==> src/pag_pkg.sv <==
// Constants and carrier types for the autoneg, gigabit and MMD window register slice
// What this block does
// - Parallel detection fault latches high until read
// - Page received latches high until read
// - Local next-page ability always reads one
// - Partner next-page ability follows base page
// - Partner autoneg ability shown; upper bits zero
// - Transmit page fields writable, message and code reset
// - Acknowledge-2 bit writable, comply or not
// - Toggle read-only, inverse of last sent toggle
// - Partner page shown read-only, resets to zero
// - Control test mode field selects transmitter test
// - Manual master/slave enable bit, resets zero
// - Master/slave value used only when manual
// - Port type bit: multi-port or single-port
// - Gigabit full/half advertise bits reset to one
// - Master/slave fault latches, clears when read
// - Resolved role bit, resets to master
// - Local and remote receiver status bits
// - Partner gigabit abilities reflected in status
// - Idle error count clears on read
// - Function field selects window meaning
// - Device address field; middle bits reserved
// - Window loads address or moves data
package pag_pkg;
  // Register indices; byte address is four times the index
  localparam logic [3:0]  IDX_EXPANSION = 4'h6;
  localparam logic [3:0]  IDX_NP_TX     = 4'h7;
  localparam logic [3:0]  IDX_NP_RX     = 4'h8;
  localparam logic [3:0]  IDX_GIG_CTL   = 4'h9;
  localparam logic [3:0]  IDX_GIG_STAT  = 4'ha;
  localparam logic [3:0]  IDX_MMD_CTL   = 4'hd;
  localparam logic [3:0]  IDX_MMD_DATA  = 4'he;
  // Expansion register bit positions
  localparam int unsigned EXP_PD_FAULT  = 4;
  localparam int unsigned EXP_LP_NP     = 3;
  localparam int unsigned EXP_LOC_NP    = 2;
  localparam int unsigned EXP_PAGE_RX   = 1;
  localparam int unsigned EXP_LP_AN     = 0;
  // Next-page word bit positions, shared by transmit and receive
  localparam int unsigned NP_MORE       = 15;
  localparam int unsigned NP_MSG        = 13;
  localparam int unsigned NP_ACK2       = 12;
  localparam int unsigned NP_TOGGLE     = 11;
  localparam int unsigned NP_CODE_MSB   = 10;
  localparam logic        NP_MSG_RST    = 1'b1;
  localparam logic [10:0] NP_CODE_RST   = 11'h001;
  // Gigabit control field positions and reset of bits 15:8
  localparam int unsigned CTL_TM_MSB    = 15;
  localparam int unsigned CTL_TM_LSB    = 13;
  localparam int unsigned CTL_MS_MAN    = 12;
  localparam int unsigned CTL_MS_VAL    = 11;
  localparam int unsigned CTL_PORT      = 10;
  localparam int unsigned CTL_ADV_FD    = 9;
  localparam int unsigned CTL_ADV_HD    = 8;
  localparam logic [7:0]  CTL_HI_RST    = 8'h03;
  // Gigabit status positions
  localparam int unsigned ST_MS_FAULT   = 15;
  localparam int unsigned ST_MS_RES     = 14;
  localparam logic        ST_MS_RES_RST = 1'b1;
  localparam logic [7:0]  IDLE_CNT_MAX  = 8'hff;
  // MMD control positions
  localparam int unsigned MMD_FN_MSB    = 15;
  localparam int unsigned MMD_FN_LSB    = 14;
  localparam int unsigned MMD_DEV_MSB   = 4;

  // Transmitter test modes; codes above four are reserved
  typedef enum logic [2:0] {
    TM_NORMAL = 3'h0, TM_WAVEFORM = 3'h1, TM_JIT_MASTER = 3'h2, TM_JIT_SLAVE = 3'h3, TM_DISTORTION = 3'h4
  } pag_test_mode_type;
  // Meaning of the window register
  typedef enum logic [1:0] {
    MMD_FN_ADDR = 2'h0, MMD_FN_DATA = 2'h1, MMD_FN_INC_RW = 2'h2, MMD_FN_INC_W = 2'h3
  } pag_mmd_fn_type;

  // Inputs from the negotiation engine
  typedef struct packed {
    logic        pd_fault;    // Parallel detection fault event
    logic        lp_np_able;  // Partner base page shows next-page ability
    logic        lp_an_able;  // Partner does auto-negotiation
    logic        page_rx;     // New page arrived, pulse
    logic [15:0] rx_page;     // Page word, valid with page_rx
    logic        page_tx;     // Outgoing page sent, pulse
  } pag_an_in_type;
  // Inputs from the gigabit PMA/PCS
  typedef struct packed {
    logic ms_fault;           // Master/slave configuration fault event
    logic resolved_master;    // Resolved role, level
    logic local_rx_ok;        // Local receiver status
    logic remote_rx_ok;       // Remote receiver status
    logic lp_fd;              // Partner gigabit full duplex
    logic lp_hd;              // Partner gigabit half duplex
    logic idle_err;           // Idle error, pulse
  } pag_gig_in_type;
  // Gigabit control outputs
  typedef struct packed {
    pag_test_mode_type test_mode;     // Reserved codes show as normal
    logic              ms_manual;     // Manual master/slave selection
    logic              ms_force_master; // Master chosen, gated by manual
    logic              multi_port;    // Port type
    logic              adv_fd;        // Advertise full duplex
    logic              adv_hd;        // Advertise half duplex
  } pag_gig_ctl_type;
  // Committed access to the MMD space
  typedef struct packed {
    logic        valid;
    logic        write;
    logic [4:0]  dev_addr;
    logic [15:0] reg_addr;
    logic [15:0] wdata;
  } pag_mmd_req_type;
endpackage : pag_pkg

==> src/pag_regs.sv <==
// APB register slice: autoneg expansion, next pages, gigabit control/status, MMD window
//
// Our own choice: the APB register port.
`timescale 1ns/1ns
module pag_regs #(
  parameter int unsigned ADDR_W = 8               // APB address width
) (
  input  wire logic                     core_clk,      // 250 MHz
  input  wire logic                     rst_n,         // Async, active low
  input  wire logic                     psel,
  input  wire logic                     penable,
  input  wire logic                     pwrite,
  input  wire logic [ADDR_W-1:0]        paddr,
  input  wire logic [31:0]              pwdata,
  output logic      [31:0]              prdata,
  output logic                          pready,
  output logic                          pslverr,
  input  wire pag_pkg::pag_an_in_type   an_in,
  input  wire pag_pkg::pag_gig_in_type  gig_in,
  output pag_pkg::pag_gig_ctl_type      gig_ctl,
  output logic      [15:0]              np_tx_word,    // Outgoing next page
  output logic      [4:0]               mmd_dev_now,   // Lookup device address
  output logic      [15:0]              mmd_addr_now,  // Lookup register address
  input  wire logic [15:0]              mmd_rdata,     // Lookup result, same cycle
  output pag_pkg::pag_mmd_req_type      mmd_req
);

  // Map a byte address to a register index; 4'hf means unmapped
  function automatic logic [3:0] pag_decode(input logic [ADDR_W-1:0] a);
    logic [3:0] idx;
    idx = 4'hf;
    if (a[1:0] == 2'h0 && (a >> 6) == '0) begin
      idx = a[5:2];
    end
    unique case (idx)
      pag_pkg::IDX_EXPANSION, pag_pkg::IDX_NP_TX, pag_pkg::IDX_NP_RX, pag_pkg::IDX_GIG_CTL,
      pag_pkg::IDX_GIG_STAT, pag_pkg::IDX_MMD_CTL, pag_pkg::IDX_MMD_DATA: pag_decode = idx;
      default: pag_decode = 4'hf;
    endcase
  endfunction : pag_decode

  logic [3:0]  idx;        // Decoded register index
  logic        rd_done;    // Read completes at this edge
  logic        wr_done;    // Write completes at this edge
  logic [15:0] rd_mux;     // Live read value
  logic [15:0] snap_q;     // Value handed to the bus in this transfer

  // Expansion state
  logic        pd_fault_q, page_rx_q, lp_np_q, lp_an_q;
  // Transmit page state
  logic        np_more_q, np_msg_q, np_ack2_q, np_toggle_q;
  logic [10:0] np_code_q;
  // Received page
  logic [15:0] np_rx_q;
  // Control bits 15:8
  logic [7:0]  ctl_q;
  // Status state
  logic        ms_fault_q, ms_res_q, lrx_q, rrx_q, lpfd_q, lphd_q;
  logic [7:0]  idle_cnt_q;
  // MMD window state
  pag_pkg::pag_mmd_fn_type mmd_fn_q;
  logic [4:0]  mmd_dev_q;
  logic [15:0] mmd_addr_q;
  logic        win_data;   // Data access through the window completes
  logic        win_inc;    // That access post-increments

  assign idx     = pag_decode(paddr);
  assign rd_done = psel & penable & ~pwrite;
  assign wr_done = psel & penable & pwrite;

  // Zero wait states: data is captured in the setup cycle
  assign pready  = 1'b1;
  assign pslverr = psel & penable & (idx == 4'hf);
  assign prdata  = {16'h0000, snap_q};

  // Live read multiplexer
  always_comb begin
    rd_mux = 16'h0000;
    unique case (idx)
      pag_pkg::IDX_EXPANSION: begin
        rd_mux[pag_pkg::EXP_PD_FAULT] = pd_fault_q;
        rd_mux[pag_pkg::EXP_LP_NP]    = lp_np_q;
        rd_mux[pag_pkg::EXP_LOC_NP]   = 1'b1;
        rd_mux[pag_pkg::EXP_PAGE_RX]  = page_rx_q;
        rd_mux[pag_pkg::EXP_LP_AN]    = lp_an_q;
      end
      pag_pkg::IDX_NP_TX:    rd_mux = np_tx_word;
      pag_pkg::IDX_NP_RX:    rd_mux = np_rx_q;
      pag_pkg::IDX_GIG_CTL:  rd_mux = {ctl_q, 8'h00};
      pag_pkg::IDX_GIG_STAT: rd_mux = {ms_fault_q, ms_res_q, lrx_q, rrx_q, lpfd_q, lphd_q, 2'h0, idle_cnt_q};
      pag_pkg::IDX_MMD_CTL:  rd_mux = {mmd_fn_q, 9'h000, mmd_dev_q};
      pag_pkg::IDX_MMD_DATA: rd_mux = (mmd_fn_q == pag_pkg::MMD_FN_ADDR) ? mmd_addr_q : mmd_rdata;
      default:               rd_mux = 16'h0000;
    endcase
  end

  // Snapshot in the setup cycle; read-clear uses exactly these bits
  always_ff @(posedge core_clk or negedge rst_n) begin
    if (!rst_n) begin
      snap_q <= 16'h0000;
    end else if (psel & ~penable) begin
      snap_q <= rd_mux;
    end
  end

  // Expansion latches: an event in the clearing cycle wins, and bits
  // the reader never saw are not cleared
  always_ff @(posedge core_clk or negedge rst_n) begin
    if (!rst_n) begin
      pd_fault_q <= 1'b0;
      page_rx_q  <= 1'b0;
      lp_np_q    <= 1'b0;
      lp_an_q    <= 1'b0;
    end else begin
      pd_fault_q <= an_in.pd_fault | (pd_fault_q &
                    ~(rd_done & (idx == pag_pkg::IDX_EXPANSION) & snap_q[pag_pkg::EXP_PD_FAULT]));
      page_rx_q  <= an_in.page_rx | (page_rx_q &
                    ~(rd_done & (idx == pag_pkg::IDX_EXPANSION) & snap_q[pag_pkg::EXP_PAGE_RX]));
      lp_np_q    <= an_in.lp_np_able;
      lp_an_q    <= an_in.lp_an_able;
    end
  end

  // Transmit page fields writable by software
  always_ff @(posedge core_clk or negedge rst_n) begin
    if (!rst_n) begin
      np_more_q <= 1'b0;
      np_msg_q  <= pag_pkg::NP_MSG_RST;
      np_ack2_q <= 1'b0;
      np_code_q <= pag_pkg::NP_CODE_RST;
    end else if (wr_done && idx == pag_pkg::IDX_NP_TX) begin
      np_more_q <= pwdata[pag_pkg::NP_MORE];
      np_msg_q  <= pwdata[pag_pkg::NP_MSG];
      np_ack2_q <= pwdata[pag_pkg::NP_ACK2];
      np_code_q <= pwdata[pag_pkg::NP_CODE_MSB:0];
    end
  end

  // Toggle flips with each sent page; software cannot write it
  always_ff @(posedge core_clk or negedge rst_n) begin
    if (!rst_n) begin
      np_toggle_q <= 1'b0;
    end else if (an_in.page_tx) begin
      np_toggle_q <= ~np_toggle_q;
    end
  end
  assign np_tx_word = {np_more_q, 1'b0, np_msg_q, np_ack2_q, np_toggle_q, np_code_q};

  // Partner page captured whole on arrival
  always_ff @(posedge core_clk or negedge rst_n) begin
    if (!rst_n) begin
      np_rx_q <= 16'h0000;
    end else if (an_in.page_rx) begin
      np_rx_q <= an_in.rx_page;
    end
  end

  // Gigabit control, bits 15:8 only; low byte reserved
  always_ff @(posedge core_clk or negedge rst_n) begin
    if (!rst_n) begin
      ctl_q <= pag_pkg::CTL_HI_RST;
    end else if (wr_done && idx == pag_pkg::IDX_GIG_CTL) begin
      ctl_q <= pwdata[15:8];
    end
  end

  // Control outputs; a reserved test code would drive the line as normal
  always_comb begin
    gig_ctl = '0;
    if (ctl_q[pag_pkg::CTL_TM_MSB-8:pag_pkg::CTL_TM_LSB-8] <= 3'h4) begin
      gig_ctl.test_mode = pag_pkg::pag_test_mode_type'(ctl_q[pag_pkg::CTL_TM_MSB-8:pag_pkg::CTL_TM_LSB-8]);
    end else begin
      gig_ctl.test_mode = pag_pkg::TM_NORMAL;
    end
    gig_ctl.ms_manual       = ctl_q[pag_pkg::CTL_MS_MAN-8];
    gig_ctl.ms_force_master = ctl_q[pag_pkg::CTL_MS_MAN-8] & ctl_q[pag_pkg::CTL_MS_VAL-8];
    gig_ctl.multi_port      = ctl_q[pag_pkg::CTL_PORT-8];
    gig_ctl.adv_fd          = ctl_q[pag_pkg::CTL_ADV_FD-8];
    gig_ctl.adv_hd          = ctl_q[pag_pkg::CTL_ADV_HD-8];
  end

  // Gigabit status levels and fault latch
  always_ff @(posedge core_clk or negedge rst_n) begin
    if (!rst_n) begin
      ms_fault_q <= 1'b0;
      ms_res_q   <= pag_pkg::ST_MS_RES_RST;
      lrx_q      <= 1'b0;
      rrx_q      <= 1'b0;
      lpfd_q     <= 1'b0;
      lphd_q     <= 1'b0;
    end else begin
      ms_fault_q <= gig_in.ms_fault | (ms_fault_q &
                    ~(rd_done & (idx == pag_pkg::IDX_GIG_STAT) & snap_q[pag_pkg::ST_MS_FAULT]));
      ms_res_q   <= gig_in.resolved_master;
      lrx_q      <= gig_in.local_rx_ok;
      rrx_q      <= gig_in.remote_rx_ok;
      lpfd_q     <= gig_in.lp_fd;
      lphd_q     <= gig_in.lp_hd;
    end
  end

  // Idle error count saturates; a read removes only what it returned,
  // so errors between setup and access are kept
  always_ff @(posedge core_clk or negedge rst_n) begin
    if (!rst_n) begin
      idle_cnt_q <= 8'h00;
    end else if (rd_done && idx == pag_pkg::IDX_GIG_STAT) begin
      idle_cnt_q <= idle_cnt_q - snap_q[7:0] + {7'h00, gig_in.idle_err};
    end else if (gig_in.idle_err && idle_cnt_q != pag_pkg::IDLE_CNT_MAX) begin
      idle_cnt_q <= idle_cnt_q + 8'h01;
    end
  end

  // MMD control register
  always_ff @(posedge core_clk or negedge rst_n) begin
    if (!rst_n) begin
      mmd_fn_q  <= pag_pkg::MMD_FN_ADDR;
      mmd_dev_q <= 5'h00;
    end else if (wr_done && idx == pag_pkg::IDX_MMD_CTL) begin
      mmd_fn_q  <= pag_pkg::pag_mmd_fn_type'(pwdata[pag_pkg::MMD_FN_MSB:pag_pkg::MMD_FN_LSB]);
      mmd_dev_q <= pwdata[pag_pkg::MMD_DEV_MSB:0];
    end
  end

  assign win_data = psel & penable & (idx == pag_pkg::IDX_MMD_DATA) & (mmd_fn_q != pag_pkg::MMD_FN_ADDR);
  assign win_inc  = win_data & ((mmd_fn_q == pag_pkg::MMD_FN_INC_RW) | ((mmd_fn_q == pag_pkg::MMD_FN_INC_W) & pwrite));

  // Stored MMD register address
  always_ff @(posedge core_clk or negedge rst_n) begin
    if (!rst_n) begin
      mmd_addr_q <= 16'h0000;
    end else if (wr_done && idx == pag_pkg::IDX_MMD_DATA && mmd_fn_q == pag_pkg::MMD_FN_ADDR) begin
      mmd_addr_q <= pwdata[15:0];
    end else if (win_inc) begin
      mmd_addr_q <= mmd_addr_q + 16'h0001;
    end
  end
  assign mmd_dev_now  = mmd_dev_q;
  assign mmd_addr_now = mmd_addr_q;

  // Committed access carries the address before any increment
  always_ff @(posedge core_clk or negedge rst_n) begin
    if (!rst_n) begin
      mmd_req <= '0;
    end else begin
      mmd_req.valid    <= win_data;
      mmd_req.write    <= pwrite;
      mmd_req.dev_addr <= mmd_dev_q;
      mmd_req.reg_addr <= mmd_addr_q;
      mmd_req.wdata    <= pwdata[15:0];
    end
  end

  chk_pd_fault_sets: assert property (@(posedge core_clk) disable iff (!rst_n)
    an_in.pd_fault |=> pd_fault_q) else $error("parallel fault not latched");
  chk_page_rx_sets: assert property (@(posedge core_clk) disable iff (!rst_n)
    an_in.page_rx |=> page_rx_q && np_rx_q == $past(an_in.rx_page)) else $error("page not captured");
  chk_exp_fixed_bits: assert property (@(posedge core_clk) disable iff (!rst_n)
    idx == pag_pkg::IDX_EXPANSION |-> rd_mux[15:5] == 11'h000 && rd_mux[2]) else $error("expansion fixed bits");
  chk_toggle_flip: assert property (@(posedge core_clk) disable iff (!rst_n)
    an_in.page_tx |=> np_tx_word[11] != $past(np_tx_word[11])) else $error("toggle did not flip");
  chk_np_write: assert property (@(posedge core_clk) disable iff (!rst_n)
    wr_done && idx == pag_pkg::IDX_NP_TX |=> np_tx_word[10:0] == $past(pwdata[10:0]) &&
    np_tx_word[15] == $past(pwdata[15])) else $error("transmit page write lost");
  chk_manual_gate: assert property (@(posedge core_clk) disable iff (!rst_n)
    !gig_ctl.ms_manual |-> !gig_ctl.ms_force_master) else $error("master forced without manual");
  chk_fault_read_clear: assert property (@(posedge core_clk) disable iff (!rst_n)
    rd_done && idx == pag_pkg::IDX_GIG_STAT && snap_q[15] && !gig_in.ms_fault |=> !ms_fault_q)
    else $error("fault not cleared by read");
  chk_event_wins: assert property (@(posedge core_clk) disable iff (!rst_n)
    rd_done && idx == pag_pkg::IDX_EXPANSION && an_in.page_rx |=> page_rx_q) else $error("event lost on read");
  chk_idle_count: assert property (@(posedge core_clk) disable iff (!rst_n)
    gig_in.idle_err && !rd_done && idle_cnt_q < 8'h80 |=> idle_cnt_q == $past(idle_cnt_q) + 8'h01)
    else $error("idle error not counted");
  chk_addr_load: assert property (@(posedge core_clk) disable iff (!rst_n)
    wr_done && idx == pag_pkg::IDX_MMD_DATA && mmd_fn_q == pag_pkg::MMD_FN_ADDR
    |=> mmd_addr_q == $past(pwdata[15:0]) && !mmd_req.valid) else $error("mmd address not loaded");
  chk_addr_inc: assert property (@(posedge core_clk) disable iff (!rst_n)
    win_inc |=> mmd_addr_q == $past(mmd_addr_q) + 16'h0001 && mmd_req.reg_addr == $past(mmd_addr_q))
    else $error("mmd address not advanced");

  // Configuration fault latch sets on the event
  chk_ms_fault_sets: assert property (@(posedge core_clk) disable iff (!rst_n)
    gig_in.ms_fault |=> ms_fault_q) else $error("master/slave fault not latched");

  // A read that returned the fault clears it when no new event
  chk_pd_read_clear: assert property (@(posedge core_clk) disable iff (!rst_n)
    rd_done && idx == pag_pkg::IDX_EXPANSION && snap_q[pag_pkg::EXP_PD_FAULT] && !an_in.pd_fault
    |=> !pd_fault_q) else $error("parallel fault not cleared");

  // Reserved test codes must never reach the transmitter
  chk_ctl_reserved: assert property (@(posedge core_clk) disable iff (!rst_n)
    ctl_q[pag_pkg::CTL_TM_MSB-8:pag_pkg::CTL_TM_LSB-8] > 3'h4 |-> gig_ctl.test_mode == pag_pkg::TM_NORMAL)
    else $error("reserved test mode driven");

  // Control write lands at the access edge
  chk_ctl_write: assert property (@(posedge core_clk) disable iff (!rst_n)
    wr_done && idx == pag_pkg::IDX_GIG_CTL |=> ctl_q == $past(pwdata[15:8])) else $error("control write lost");

  // Receiver status follows one cycle late
  chk_rx_status_levels: assert property (@(posedge core_clk) disable iff (!rst_n)
    1'b1 |=> lrx_q == $past(gig_in.local_rx_ok) && rrx_q == $past(gig_in.remote_rx_ok))
    else $error("receiver status not followed");

  // Partner abilities follow one cycle late
  chk_partner_abilities: assert property (@(posedge core_clk) disable iff (!rst_n)
    1'b1 |=> lpfd_q == $past(gig_in.lp_fd) && lphd_q == $past(gig_in.lp_hd))
    else $error("partner ability not followed");

  // Stick at the ceiling; a wrap would hide a burst of errors
  chk_idle_saturates: assert property (@(posedge core_clk) disable iff (!rst_n)
    idle_cnt_q == pag_pkg::IDLE_CNT_MAX && !rd_done |=> idle_cnt_q == pag_pkg::IDLE_CNT_MAX)
    else $error("idle counter wrapped");

  // Data access through the window commits one request
  chk_mmd_req_pulse: assert property (@(posedge core_clk) disable iff (!rst_n)
    win_data |=> mmd_req.valid && mmd_req.write == $past(pwrite) && mmd_req.dev_addr == $past(mmd_dev_q))
    else $error("mmd request not issued");

  // Toggle moves only with a sent page
  chk_toggle_hold: assert property (@(posedge core_clk) disable iff (!rst_n)
    !an_in.page_tx |=> np_tx_word[pag_pkg::NP_TOGGLE] == $past(np_tx_word[pag_pkg::NP_TOGGLE]))
    else $error("toggle moved without a page");

endmodule : pag_regs

==> config.mk <==
export PLATFORM = sky130hd
export DESIGN_NAME = pag_regs
export DESIGN_NICKNAME = d
export VERILOG_FILES = /design/src/pag_pkg.sv /design/src/pag_regs.sv
export SDC_FILE = /design/constraint.sdc
export NUM_CORES = 1
export LEC_CHECK = 0
export ABC_AREA = 1
export BUFFER_PORTS_ARGS = -buffer_cell sky130_fd_sc_hd__buf_2
export CAP_MARGIN = 20
export CORE_MARGIN = 2
export CORE_UTILIZATION = 33
export DETAILED_ROUTE_END_ITERATION = 6
export PLACE_DENSITY_LB_ADDON = 0.2
export SLEW_MARGIN = 20
export SYNTH_ARGS = -nofsm -noshare
export SYNTH_HDL_FRONTEND = slang
export SYNTH_SLANG_ARGS = --single-unit
==> constraint.sdc <==
create_clock -name core_clk -period 2.05 [get_ports core_clk]
set_input_delay 0.41 -clock core_clk [delete_from_list [all_inputs] [get_ports core_clk]]
set_output_delay 0.41 -clock core_clk [all_outputs]
set_load 0.02 [all_outputs]
==> impl_metrics.csv <==
group,metric,value,unit
setup_path,worstSetupStartpointType,"flip-flop",
die,rows,53,
pwr,p_switching,2.35,mW
pwr,swShare,28.9,%
worst_hold_path,worstHoldPathType,"in2reg",
timing,rsz0062_at_grt,"true",
setup_path,cp.arrival,2.28,ns
logic_synthesis,yosys.area.top_type_share,45.8,%
logic_synthesis,synth_area_leaders,"dfrtp_1 46%, nand2_1 17%, o21ai_0 5.3%",
route,drtPass1Iterations,7,
pwr,peakVddDrop,0.657,mV
final_layout,antenna_cells,0,
timing,setup_violations,0,
route,wirelength,21300,um
pwr,leakagePower,5.02,nW
logic_synthesis,yosysTopAreaCell,"dfrtp_1",
global_route,gr-total-overflow,0,
route,drc,0,
timing,skew,0.0109,ns
die,die_x,151,um
timing,period_share,95.9,%
final_layout,final_common_cell,"nand2_1",
placed_design,post-dp-hpwl,16100,um
route,wire_per_inst,15.4,um
logic_synthesis,yosysSeqAreaShare,47.7,%
clocking,insertion_delay,0.42,ns
die,die_y,151,um
final_layout,final_cell_mix,"314 x nand2_1, 171 x buf_2, 130 x dfrtp_1",
pwr,p_clk_share,42.5,%
logic_synthesis,syn_area,7100,um^2
timing,hold_violations,0,
route,drt-vias-per-instance,4.67,
pwr,p_comb_share,21.9,%
setup_path,path_max_fanout,3,
final_layout,stdcell_count,1380,
global_route,antenna_found_initial,0,
clocking,cts-root-buf,"clkbuf_16",
logic_synthesis,yosys_warnings,0,
logic_synthesis,synth_cell_type_count,36,
timing,report.final.slew_viol_count,0,
route,vias,6440,
clocking,clk_path_buf_depth,2,
setup_path,critPathKind,"reg2reg",
timing,min_period,1.97,ns
die,dieArea,22700,um^2
route,drt_iter0_drc,416,
clocking,cts-htree-levels,4,
logic_synthesis,postSynthAreaPerCell,7.91,um^2
timing,worstMarginPinSlew,0.598,ns
logic_synthesis,synthCells,897,
logic_synthesis,synth-seq-cells,135,
clocking,clock-sinks,135,
die,start_util,33.6,%
pwr,power_density,888,nW/um^2
clocking,clkTransAtPathRegs,0.06,ns
placed_design,port_buffers,172,
pwr,total_power,8.14,mW
run,cap_violations,0,
global_route,grt_usage,19.0,%
global_route,grt_pass1_vias,5977,
clocking,cts_tree,"built",
final_layout,drive_above_1_share,25.9,%
route,ant_nets,0,
pwr,p_int,5.79,mW
placed_design,place_congestion,0.873,
die,ios,207,
clocking,cts_made_buffers,17,
setup_path,cp-end-kind,"flip-flop",
final_layout,layout.nets,1198,
timing,slew-limit-headroom,60.1,%
run_status,run_status,"complete, no violations",
final_layout,area_growth,29.2,%
global_route,grt_max_degree,48,
placed_design,place_inst,1340,
global_route,grt_pass1_wl,32700,um
setup_path,worstPathRequired,2.36,ns
die,core-area,21100,um^2
timing,clock.fmax,508,MHz
pwr,seqPwrFrac,35.6,%
-- layer usage --
layer	wire (um)	vias to the layer above	track usage, %	part of all wire [%]
met2	9760	186	29.0	46
met1	10000	3028	27.2	47
met3	1170	23	4.21	5.5
met5	0	-	0	0
li1	-	3203	-	-
met4	332	0	5.23	1.6
-- Yosys cell counts, drive strengths merged --
master	count
fa	1
xor2	14
dfrtp	130
o21bai	2
xnor2	4
ha	16
mux2i	3
a21o	1
nor2	46
a21boi	1
nand3b	1
nand3	72
clkbuf	11
inv	94
nand2	319
o2111ai	2
a21oi	9
nor3	5
nand4	24
dfstp	5
buf	44
conb	2
o21ai	87
mux2	4
-- flip-flops by register name, indices dropped and copies added, names as in the netlist, 2 cells and up --
register	count
np_rx_q	16
mmd_dev_now	5
ctl_q	8
mmd_req	39
idle_cnt_q	8
mmd_fn_q	2
mmd_addr_now	16
np_code_q	11
snap_q	16
-- what timing repair did --
item / 4_1_cts / 5_1_grt
hold endpoints to repair: 34 / 0
gates resized for setup: 0 / 16
endpoints found under the setup margin: 0 / 7
hold buffers: 1 / 0
setup buffers: 0 / 7
-- power by group through the flow --
stage	clock network, mW	logic (mW)	registers (mW)
after detailed placement	0	1.62	2.95
after floorplan	0	1.01	3.01
after global routing	3.64	2.01	2.92
final	3.46	1.78	2.90
after global placement	0	1.60	2.95
after CTS	3.51	1.64	2.90
-- path summary, 6_finish.rpt --
path	start	end	slack (ns)	depth (start not counted)
max	idle_cnt_q[0]	idle_cnt_q[6]	0.08	14
min	gig_in[1]	lphd_q	0.09	1
max reg2reg	idle_cnt_q[0]	idle_cnt_q[6]	0.08	14
min reg2reg	mmd_dev_now[2]	mmd_req[34]	0.45	0
max in group asynchronous	rst_n	ctl_q[1]	0.92	3
min in group asynchronous	rst_n	mmd_addr_now[12]	0.46	2
-- kinds of logic (layout without fill, tap and decap cells) --
| kind of cell | count (synthesis) | count (layout) | synth area share, % |
|---|---|---|---|
| simple gates | 467 | 467 | 28.7 |
| buf+inv | 149 | 341 | 9.72 |
| flops | 135 | 135 | 47.7 |
| compound gates | 102 | 102 | 7.44 |
| xor+xnor | 18 | 18 | 2.22 |
| fa+ha+maj | 17 | 17 | 3.10 |
| mux | 7 | 7 | 1.06 |
| other cells | 2 | 18 | 0.106 |
-- final cells by class --
| class | instances | area (um^2) |
|---|---|---|
| clock buffer | 21 | 470 |
| clock inverter | 11 | 194 |
| fill | 2152 | 11900 |
| inverter | 94 | 353 |
| multi-input combinational | 629 | 3160 |
| sequential | 135 | 3380 |
| tap | 275 | 344 |
| timing repair buffer | 215 | 1270 |
-- worst max-delay path, stage by stage (launching register included) --
cell     delay, ns
dfrtp_1       0.39
inv_2         0.09
ha_4          0.20
inv_2         0.06
ha_4          0.13
inv_2         0.04
fa_2          0.40
inv_2         0.07
nand4_1       0.10
nand3_1       0.11
nand2_1       0.05
nand3_1       0.08
nand2_1       0.06
nand2_1       0.06
nand2_1       0.04
-- through the flow --
step / cell area, um^2 / setup WS (ns) / hold WS [ns] / util (%) / setup TNS, ns
6_report: 9170 / 0.0834 / 0.0915 / 43.5 / 0
3_3_place_gp: 8370 / 0.0425 / 0.364 / 39.7 / 0
3_5_place_dp: 8370 / 0.0110 / 0.365 / 39.7 / 0
2_1_floorplan: 7160 / 0.0613 / 0.114 / - / 0
4_1_cts: 9040 / 0.00316 / 0.0846 / 42.9 / 0
5_1_grt: 9170 / -0.0592 / 0.0805 / 43.5 / -0.0621
(Power assumes the default switching activity.)
